### src/pkg/token_ctrl_pkg.sv
package token_ctrl_pkg;

    // ****************************************
    // bus shape and register offsets
    // ****************************************
    localparam int          DATA_W                  = 8;
    localparam int          ADDR_W                  = 4;
    localparam logic [3:0]  ADDR_CONTROL_ZERO       = 4'h0;
    localparam logic [3:0]  ADDR_CONTROL_ONE        = 4'h1;
    localparam logic [3:0]  ADDR_BUFFER_STATUS      = 4'h2;
    localparam logic [3:0]  ADDR_INTERRUPT_EVENTS   = 4'h3;
    localparam logic [3:0]  ADDR_TIMER_RECEIVE      = 4'h4;
    localparam logic [3:0]  ADDR_RING_STATE         = 4'h5;

    // ****************************************
    // field positions
    // ****************************************
    localparam int          CZ_ISOLATE_REQUEST      = 0;
    localparam int          CZ_MASTER_IRQ_SUPPRESS  = 1;
    localparam int          CZ_COPY_ALL             = 2;
    localparam int          CZ_INTERNAL_LOOPBACK    = 3;
    localparam int          CZ_TOKEN_IRQ_ENABLE     = 4;
    localparam int          CZ_RX_DATA_ENABLE       = 5;
    localparam int          CZ_MASTER_TX_ENABLE     = 6;
    localparam int          CZ_DATA_TX_ENABLE       = 7;
    localparam int          C1_NEXT_ADDR_UPDATE     = 0;
    localparam int          C1_DIAGNOSTIC_SELECT    = 7;
    localparam int          IR_DEAD_OR_MODE_EVENT   = 0;
    localparam int          IR_TOKEN_EVENT          = 2;
    localparam int          RS_STATE_CONFIRM        = 1;
    localparam int          TR_STATUS_LSB           = 5;

    // ****************************************
    // reset values and read masks
    // ****************************************
    localparam logic [7:0]  CONTROL_ZERO_RST        = 8'h01;
    localparam logic [7:0]  CONTROL_ONE_RST         = 8'h00;
    localparam logic [7:0]  CONTROL_ONE_NET_MASK    = 8'hFB;
    localparam logic [7:0]  CONTROL_ONE_DIAG_MASK   = 8'h9F;
    localparam logic [7:0]  BUFFER_STATUS_MASK      = 8'hEF;
    localparam logic [7:0]  TIMER_RECEIVE_ONES      = 8'h1F;
    localparam logic [7:0]  ZERO_BYTE               = 8'h00;

    // ****************************************
    // timing
    // ****************************************
    localparam int          CLK_PERIOD_NS           = 4;
    localparam int          STATE_CHANGE_NS         = 40;
    localparam int          STATE_CHANGE_CYC        =
        (STATE_CHANGE_NS + CLK_PERIOD_NS - 1) / CLK_PERIOD_NS;

    // ****************************************
    // carriers
    // ****************************************
    typedef struct packed {
        logic               sel_n;
        logic               rd_n;
        logic               wr_n;
        logic [3:0]         addr;
        logic [7:0]         wdata;
    } host_req_s;

    typedef struct packed {
        logic [7:0]         buffer_status;
        logic [2:0]         timer_status;
        logic [7:0]         ring_status;
        logic               holds_token;
        logic               tx_frame_busy;
        logic               token_arrived;
        logic [7:0]         event_in;
        logic               next_addr_copied;
    } net_status_s;

    typedef struct packed {
        logic               valid;
        logic               addr_match;
        logic               ack_req;
    } rx_frame_s;

    typedef struct packed {
        logic               data_tx_allow;
        logic               sup_tx_allow;
        logic               rx_data_enable;
        logic               copy_all;
        logic               internal_loopback;
        logic               hold_tx_queue;
        logic               token_pass_req;
        logic               isolated;
        logic               rx_accept;
        logic               rx_nak_not_enabled;
    } net_ctrl_s;

    typedef enum logic [4:0] {
        ST_ISOLATED = 5'b00001,
        ST_JOINING  = 5'b00010,
        ST_NETWORK  = 5'b00100,
        ST_DRAINING = 5'b01000,
        ST_PASSING  = 5'b10000
    } ring_state_e;

endpackage : token_ctrl_pkg

### src/core/irq_event_reg.sv
`timescale 1ns/100ps

module irq_event_reg #(
    parameter int WIDTH = 8
) (
    input  wire logic             ref_clk,
    input  wire logic             rst_n,
    input  wire logic [WIDTH-1:0] event_set,
    input  wire logic             read_clear,
    input  wire logic             suppress,
    output logic      [WIDTH-1:0] events_q,
    output logic                  host_irq_n_q
);

    logic [WIDTH-1:0] events_d;
    logic             host_irq_n_d;

    // ****************************************
    // sticky event bits
    // ****************************************
    // a set in the read cycle survives the clear, so no event is lost
    for (genvar i = 0; i < WIDTH; i++) begin : g_bit
        always_comb begin
            events_d[i] = event_set[i] | (events_q[i] & ~read_clear);
        end
    end

    always_comb begin
        host_irq_n_d = ~((|events_d) & ~suppress);
    end

    always_ff @(posedge ref_clk or negedge rst_n) begin
        if (!rst_n) begin
            events_q     <= '0;
            host_irq_n_q <= 1'b1;
        end else begin
            events_q     <= events_d;
            host_irq_n_q <= host_irq_n_d;
        end
    end

endmodule : irq_event_reg

### src/core/token_ring_host_control_regs.sv
`timescale 1ns/100ps

module token_ring_host_control_regs #(
    parameter int STATE_CHANGE_CYCLES = token_ctrl_pkg::STATE_CHANGE_CYC
) (
    input  wire logic                         ref_clk,
    input  wire logic                         rst_n,
    input  wire token_ctrl_pkg::host_req_s    host_req,
    output logic [token_ctrl_pkg::DATA_W-1:0] host_rdata_q,
    output logic                              host_rdata_oe_q,
    output logic                              host_irq_n,
    input  wire token_ctrl_pkg::net_status_s  net_status,
    input  wire token_ctrl_pkg::rx_frame_s    rx_frame,
    output token_ctrl_pkg::net_ctrl_s         net_ctrl_q
);

    // ****************************************
    // declarations
    // ****************************************
    logic [7:0]                  control_zero_q;
    logic [7:0]                  control_zero_d;
    logic [7:0]                  control_one_q;
    logic [7:0]                  control_one_d;
    logic                        state_confirm_q;
    logic                        state_confirm_d;
    logic                        rd_seen_q;
    logic                        rd_seen_d;
    logic                        wr_seen_q;
    logic                        wr_seen_d;
    logic [7:0]                  host_rdata_d;
    logic                        host_rdata_oe_d;
    logic [15:0]                 delay_q;
    logic [15:0]                 delay_d;
    token_ctrl_pkg::ring_state_e state_q;
    token_ctrl_pkg::ring_state_e state_d;
    token_ctrl_pkg::net_ctrl_s   net_ctrl_d;
    logic [7:0]                  events_q;
    logic [7:0]                  event_set;
    logic                        iso_event;
    logic                        rd_access;
    logic                        wr_start;
    logic                        rd_start;
    logic                        diag_mode;

    function automatic logic [7:0] read_mux(
        input logic [3:0] addr,
        input logic [7:0] cz,
        input logic [7:0] c1,
        input logic [7:0] ev,
        input logic       confirm,
        input token_ctrl_pkg::net_status_s st
    );
        logic [7:0] v;
        v = token_ctrl_pkg::ZERO_BYTE;
        case (addr)
            token_ctrl_pkg::ADDR_CONTROL_ZERO: begin
                v = cz;
            end
            token_ctrl_pkg::ADDR_CONTROL_ONE: begin
                // reserved bits differ between the two field sets
                if (c1[token_ctrl_pkg::C1_DIAGNOSTIC_SELECT]) begin
                    v = c1 & token_ctrl_pkg::CONTROL_ONE_DIAG_MASK;
                end else begin
                    v = c1 & token_ctrl_pkg::CONTROL_ONE_NET_MASK;
                end
            end
            token_ctrl_pkg::ADDR_BUFFER_STATUS: begin
                v = st.buffer_status & token_ctrl_pkg::BUFFER_STATUS_MASK;
            end
            token_ctrl_pkg::ADDR_INTERRUPT_EVENTS: begin
                v = ev;
            end
            token_ctrl_pkg::ADDR_TIMER_RECEIVE: begin
                v = token_ctrl_pkg::TIMER_RECEIVE_ONES;
                v[7:token_ctrl_pkg::TR_STATUS_LSB] = st.timer_status;
            end
            token_ctrl_pkg::ADDR_RING_STATE: begin
                v = st.ring_status;
                v[token_ctrl_pkg::RS_STATE_CONFIRM] = confirm;
            end
            default: begin
                v = token_ctrl_pkg::ZERO_BYTE;
            end
        endcase
        return v;
    endfunction : read_mux

    // ****************************************
    // host register port
    // ****************************************
    always_comb begin
        rd_access = ~host_req.sel_n & ~host_req.rd_n;
        rd_start  = rd_access & ~rd_seen_q;
        wr_start  = ~host_req.sel_n & ~host_req.wr_n & ~wr_seen_q;
        rd_seen_d = rd_access;
        wr_seen_d = ~host_req.sel_n & ~host_req.wr_n;
        diag_mode = control_one_q[token_ctrl_pkg::C1_DIAGNOSTIC_SELECT];

        host_rdata_oe_d = rd_access;
        host_rdata_d    = host_rdata_q;
        if (rd_start) begin
            host_rdata_d = read_mux(host_req.addr, control_zero_q, control_one_q,
                                    events_q, state_confirm_q, net_status);
        end

        control_zero_d = control_zero_q;
        control_one_d  = control_one_q;
        if (net_status.next_addr_copied) begin
            control_one_d[token_ctrl_pkg::C1_NEXT_ADDR_UPDATE] = 1'b0;
        end
        // only the two control registers take writes; the rest drop them
        if (wr_start) begin
            case (host_req.addr)
                token_ctrl_pkg::ADDR_CONTROL_ZERO: begin
                    control_zero_d = host_req.wdata;
                end
                token_ctrl_pkg::ADDR_CONTROL_ONE: begin
                    control_one_d = host_req.wdata;
                end
                default: begin
                    control_zero_d = control_zero_q;
                end
            endcase
        end
    end

    always_ff @(posedge ref_clk or negedge rst_n) begin
        if (!rst_n) begin
            control_zero_q  <= token_ctrl_pkg::CONTROL_ZERO_RST;
            control_one_q   <= token_ctrl_pkg::CONTROL_ONE_RST;
            rd_seen_q       <= 1'b0;
            wr_seen_q       <= 1'b0;
            host_rdata_q    <= token_ctrl_pkg::ZERO_BYTE;
            host_rdata_oe_q <= 1'b0;
        end else begin
            control_zero_q  <= control_zero_d;
            control_one_q   <= control_one_d;
            rd_seen_q       <= rd_seen_d;
            wr_seen_q       <= wr_seen_d;
            host_rdata_q    <= host_rdata_d;
            host_rdata_oe_q <= host_rdata_oe_d;
        end
    end

    // ****************************************
    // isolate / network state machine
    // ****************************************
    // the host must poll the confirm bit; the join takes a fixed delay
    always_comb begin
        state_d         = state_q;
        delay_d         = delay_q;
        state_confirm_d = state_confirm_q;
        iso_event       = 1'b0;
        case (state_q)
            token_ctrl_pkg::ST_ISOLATED: begin
                // a diagnostic session freezes the isolate bit's effect
                if (!control_zero_q[token_ctrl_pkg::CZ_ISOLATE_REQUEST] && !diag_mode) begin
                    state_d = token_ctrl_pkg::ST_JOINING;
                    delay_d = 16'(STATE_CHANGE_CYCLES);
                end
            end
            token_ctrl_pkg::ST_JOINING: begin
                if (control_zero_q[token_ctrl_pkg::CZ_ISOLATE_REQUEST]) begin
                    state_d = token_ctrl_pkg::ST_ISOLATED;
                end else if (delay_q <= 16'h0001) begin
                    state_d         = token_ctrl_pkg::ST_NETWORK;
                    state_confirm_d = 1'b0;
                end else begin
                    delay_d = delay_q - 16'h0001;
                end
            end
            token_ctrl_pkg::ST_NETWORK: begin
                if (control_zero_q[token_ctrl_pkg::CZ_ISOLATE_REQUEST] && !diag_mode) begin
                    state_d = token_ctrl_pkg::ST_DRAINING;
                end
            end
            token_ctrl_pkg::ST_DRAINING: begin
                // the frame on the wire completes; queued ones wait
                if (!net_status.tx_frame_busy) begin
                    if (net_status.holds_token) begin
                        state_d = token_ctrl_pkg::ST_PASSING;
                    end else begin
                        state_d         = token_ctrl_pkg::ST_ISOLATED;
                        state_confirm_d = 1'b1;
                        iso_event       = 1'b1;
                    end
                end
            end
            token_ctrl_pkg::ST_PASSING: begin
                if (!net_status.holds_token) begin
                    state_d         = token_ctrl_pkg::ST_ISOLATED;
                    state_confirm_d = 1'b1;
                    iso_event       = 1'b1;
                end
            end
            default: begin
                state_d = token_ctrl_pkg::ST_ISOLATED;
            end
        endcase
    end

    always_ff @(posedge ref_clk or negedge rst_n) begin
        if (!rst_n) begin
            state_q         <= token_ctrl_pkg::ST_ISOLATED;
            delay_q         <= 16'h0000;
            state_confirm_q <= 1'b1;
        end else begin
            state_q         <= state_d;
            delay_q         <= delay_d;
            state_confirm_q <= state_confirm_d;
        end
    end

    // ****************************************
    // interrupt events
    // ****************************************
    always_comb begin
        event_set = net_status.event_in;
        event_set[token_ctrl_pkg::IR_DEAD_OR_MODE_EVENT] =
            net_status.event_in[token_ctrl_pkg::IR_DEAD_OR_MODE_EVENT] | iso_event;
        event_set[token_ctrl_pkg::IR_TOKEN_EVENT] = net_status.token_arrived
            & control_zero_q[token_ctrl_pkg::CZ_TOKEN_IRQ_ENABLE];
    end

    irq_event_reg #(
        .WIDTH        (token_ctrl_pkg::DATA_W)
    ) u_irq_event_reg (
        .ref_clk      (ref_clk),
        .rst_n        (rst_n),
        .event_set    (event_set),
        .read_clear   (rd_start && host_req.addr == token_ctrl_pkg::ADDR_INTERRUPT_EVENTS),
        .suppress     (control_zero_q[token_ctrl_pkg::CZ_MASTER_IRQ_SUPPRESS]),
        .events_q     (events_q),
        .host_irq_n_q (host_irq_n)
    );

    // ****************************************
    // controls toward the protocol engine
    // ****************************************
    always_comb begin
        net_ctrl_d = '0;
        net_ctrl_d.isolated          = state_q == token_ctrl_pkg::ST_ISOLATED;
        net_ctrl_d.sup_tx_allow      = control_zero_q[token_ctrl_pkg::CZ_MASTER_TX_ENABLE];
        net_ctrl_d.data_tx_allow     = control_zero_q[token_ctrl_pkg::CZ_MASTER_TX_ENABLE]
            & control_zero_q[token_ctrl_pkg::CZ_DATA_TX_ENABLE]
            & (state_q == token_ctrl_pkg::ST_NETWORK);
        net_ctrl_d.hold_tx_queue     = state_q == token_ctrl_pkg::ST_DRAINING
            || state_q == token_ctrl_pkg::ST_PASSING;
        net_ctrl_d.token_pass_req    = state_q == token_ctrl_pkg::ST_DRAINING
            && state_d == token_ctrl_pkg::ST_PASSING;
        net_ctrl_d.rx_data_enable    = control_zero_q[token_ctrl_pkg::CZ_RX_DATA_ENABLE];
        net_ctrl_d.copy_all          = control_zero_q[token_ctrl_pkg::CZ_COPY_ALL];
        // relies on the host keeping loopback off while in network
        net_ctrl_d.internal_loopback = control_zero_q[token_ctrl_pkg::CZ_INTERNAL_LOOPBACK];
        net_ctrl_d.rx_accept         = rx_frame.valid
            & control_zero_q[token_ctrl_pkg::CZ_RX_DATA_ENABLE]
            & (rx_frame.addr_match | control_zero_q[token_ctrl_pkg::CZ_COPY_ALL]);
        net_ctrl_d.rx_nak_not_enabled = rx_frame.valid & rx_frame.addr_match & rx_frame.ack_req
            & ~control_zero_q[token_ctrl_pkg::CZ_RX_DATA_ENABLE];
    end

    always_ff @(posedge ref_clk or negedge rst_n) begin
        if (!rst_n) begin
            net_ctrl_q <= '0;
        end else begin
            net_ctrl_q <= net_ctrl_d;
        end
    end

endmodule : token_ring_host_control_regs

### config.mk
export PLATFORM = sky130hd
export DESIGN_NAME = token_ring_host_control_regs
export DESIGN_NICKNAME = d
export VERILOG_FILES = /design/src/pkg/token_ctrl_pkg.sv /design/src/core/irq_event_reg.sv /design/src/core/token_ring_host_control_regs.sv
export SDC_FILE = /design/constraint.sdc
export NUM_CORES = 1
export LEC_CHECK = 0
export CELL_PAD_IN_SITES_DETAIL_PLACEMENT = 0
export CELL_PAD_IN_SITES_GLOBAL_PLACEMENT = 1
export CORE_UTILIZATION = 48
export DETAILED_ROUTE_END_ITERATION = 8
export DONT_BUFFER_PORTS = 1
export MAX_ROUTING_LAYER = met4
export PLACE_DENSITY = 0.77
export SLEW_MARGIN = 0
export SYNTH_ARGS = -nofsm -noshare
export SYNTH_HDL_FRONTEND = slang
export SYNTH_SLANG_ARGS = --single-unit
### constraint.sdc
create_clock -name ref_clk -period 2.2 [get_ports ref_clk]
set_input_delay 0.11 -clock ref_clk [delete_from_list [all_inputs] [get_ports ref_clk]]
set_output_delay 0.11 -clock ref_clk [all_outputs]
set_load 0.02 [all_outputs]
==> out/qor.txt <==
maxcap violations: 0
routed wire length per instance: 17.9 um
number of synthesized flops with an enable pin: 0
Power Internal: 0.00233 W
largest net degree at the start of global routing: 68
FF+latch count, synth: 67
Register-to-Register Path Depth: 8
Slew Limit Fails: 0
routed vias/inst: 5.93
gr usage total: 24.0%
first-pass iteration count of the detailed router: 4
minimum clock period: 2.04 ns
ys flop type: dfrtp_1
clk slew on worst S/H paths: 0.07 ns
Seq/Total Area, Yosys: 52.9%
Layout Skew: 0.00784 ns
die area: 0.00696 mm^2
post-cts sizing count: 0
Comb pwr share: 22.4%
type of the worst min-delay path: in -> reg
worst vdd ir: 587 uV
highest net fanout along the worst path: 6
H-tree Lvls: 3
crit start category: flop
TritonCTS Buffers: 9
Netlist Area Pre-Place: 0.00318 mm^2
yosys warns: 0
final WL: 7580 um
Cell variety after synth: 53
clk sinks: 67
most common cell after layout, fill and taps aside: dfrtp_1
Final period util: 92.5%
Worst Hold Depth: 2
Final Hold Fails: 0
CP required: 2.47 ns
Area Growth Syn to Fin: 21.6%
worst path bufs/invs: 2
Crit path depth: 8
RSZ-0062 raised after global routing: no
CTS tree: done
Port-buffer cells: 0
metal2 WL: 3470 um
Post-DP HPWL: 4990 um
Setup crit end kind: flop
GPL Wtd Cong: 0.804
Peak Freq: 491 MHz
met3 WL: 365 um
Switching Fraction: 32.7%
vias in the first global route: 2527
Overflow after GRT: 0
num rows: 29
post-synthesis instance total: 299
Syn Nets: 352
relative slew slack: 64.8%
share of layout cells above drive strength 1: 16.4%
DRT iter0 DRCs: 182
total power: 0.00347 W
Clk network pwr share: 29.9%
CP max stage cell: or4_1
Clock Tree Root: clkbuf_8
PwrDens: 896 mW/mm^2
cts-stage hold buffer count: 32
final core utilization: 60.6%
status: completed
first-pass GRT wire length: 12700 um
Detail Route Antenna Nets: 0
CP Class: reg -> reg
metal1 wirelength: 3630 um
worst slew pin tran: 0.524 ns
Die Span X: 83.4 um
Post-CTS Setup Inserts: 0
Longest Clk Path Bufs: 2
NumNets Final: 395
R2R setup slack: 0.16 ns
Max stage delay on crit path: 0.42 ns
Initial Utilization: 49.8%
CP delay by family, top: simple AND/OR/NAND/NOR gates
endpoints failing setup: 0
Die Y: 83.4 um
top sig layer: met4
number of inserted diodes: 0
commonest cells after routing, fill and taps aside: dfrtp_1 (63), dlygate4sd3_1 (31), nand2_1 (25), nor2_1 (22), o21ai_0 (21)
Skew-Pair Late Insertion Delay: 0.34 ns
Sum Neg Setup Slack: 0 ns
CP arrival: 2.30 ns
DRC viols: 0
switching component of the power: 0.00113 W
Sequential Power Share: 47.7%
Top Ports: 71
FFs w/ async S/R, synth: 100%
Post-Syn Area per Cell: 10.6 um^2
initial antenna violation count: 0
CP cell instances: inv_1, ha_1, nor2_1, nor4_1, buf_4, a211o_1, or4_1, a21oi_1
vias: 2514
leakage: 1.68 nW
core area: 0.00639 mm^2
## power groups by stage
stage	sequential [W]	combinational, W	clock, W
4_1_cts	0.00165	0.000776	0.00106
3_5_place_dp	0.00167	0.000689	0
6_report	0.00165	0.000778	0.00104
3_3_place_gp	0.00167	0.000676	0
5_1_grt	0.00168	0.000867	0.00110
2_1_floorplan	0.00162	0.000524	0
## metrics by stage
stage / cells / instance area (um^2) / hold slack (ns) / setup WS, ns
floorplan: 299 / 3180 / -0.186 / 0.275
global placement: 376 / 3330 / -0.184 / 0.233
detailed placement: 376 / 3330 / -0.184 / 0.165
CTS: 424 / 3870 / 0.000653 / 0.156
global route: 424 / 3870 / 0.00898 / 0.0444
finish: 424 / 3870 / 0.0116 / 0.164
## synth_stat cells (5+ instances only)
library cell	number	area, um^2
a21oi_1	12	60.1
inv_1	9	33.8
nor2_1	22	82.6
a22oi_1	6	45.0
o211ai_1	6	45.0
nand2_1	25	93.8
mux2_2	16	180
nand3_1	8	40.0
mux2i_1	6	60.1
nor2b_1	5	31.3
o31ai_1	7	52.6
clkbuf_1	8	30.0
nor3_1	9	45.0
dfrtp_1	63	1580
a21o_1	8	60.1
o21ai_0	21	105
## area by class of cell
cell class | count | area, um^2
clock buffer | 9 | 124
clock inverter | 7 | 77.6
fill | 520 | 2520
inverter | 9 | 33.8
multi-input combinational | 212 | 1420
sequential | 67 | 1680
tap | 77 | 96.3
timing repair buffer | 43 | 433
## final timing paths
| check | from | end |
|---|---|---|
| setup / recovery | delay_q[0] | delay_q[14] |
| hold / removal | net_status[10] | net_ctrl_q[3] |
| setup reg to reg | delay_q[0] | delay_q[14] |
| hold reg to reg | control_zero_q[3] | net_ctrl_q[5] |
| max in group asynchronous | rst_n | u_irq_event_reg.host_irq_n_q |
| min in group asynchronous | rst_n | net_ctrl_q[0] |
## cell families after synthesis
group / count (synthesis) / synth area share (%)
AND/OR/NAND/NOR: 101 / 17.0
AO/OA/AOI/OAI: 82 / 17.6
flip-flops: 67 / 52.9
multiplexers: 23 / 8.26
buffers and inverters: 20 / 2.40
XOR/XNOR: 4 / 1.10
adder cells (fa/ha/maj): 2 / 0.786
## metal layers
layer	vias to the layer above	global-route usage [%]
li1	1206	-
met1	1223	32.4
met2	72	36.6
met3	13	4.57
met4	0	8.32
met5	-	-
## state kept, by name, summed over array words and instances, names as in the netlist
name / count
net_ctrl_q: 10
u_irq_event_reg.host_irq_n_q: 1
delay_q: 16
state_q: 5
u_irq_event_reg.events_q: 8
host_rdata_q: 8
control_zero_q: 8
rd_seen_q: 1
wr_seen_q: 1
state_confirm_q: 1
control_one_q: 8
No activity file was read; power rests on OpenSTA's default activity.
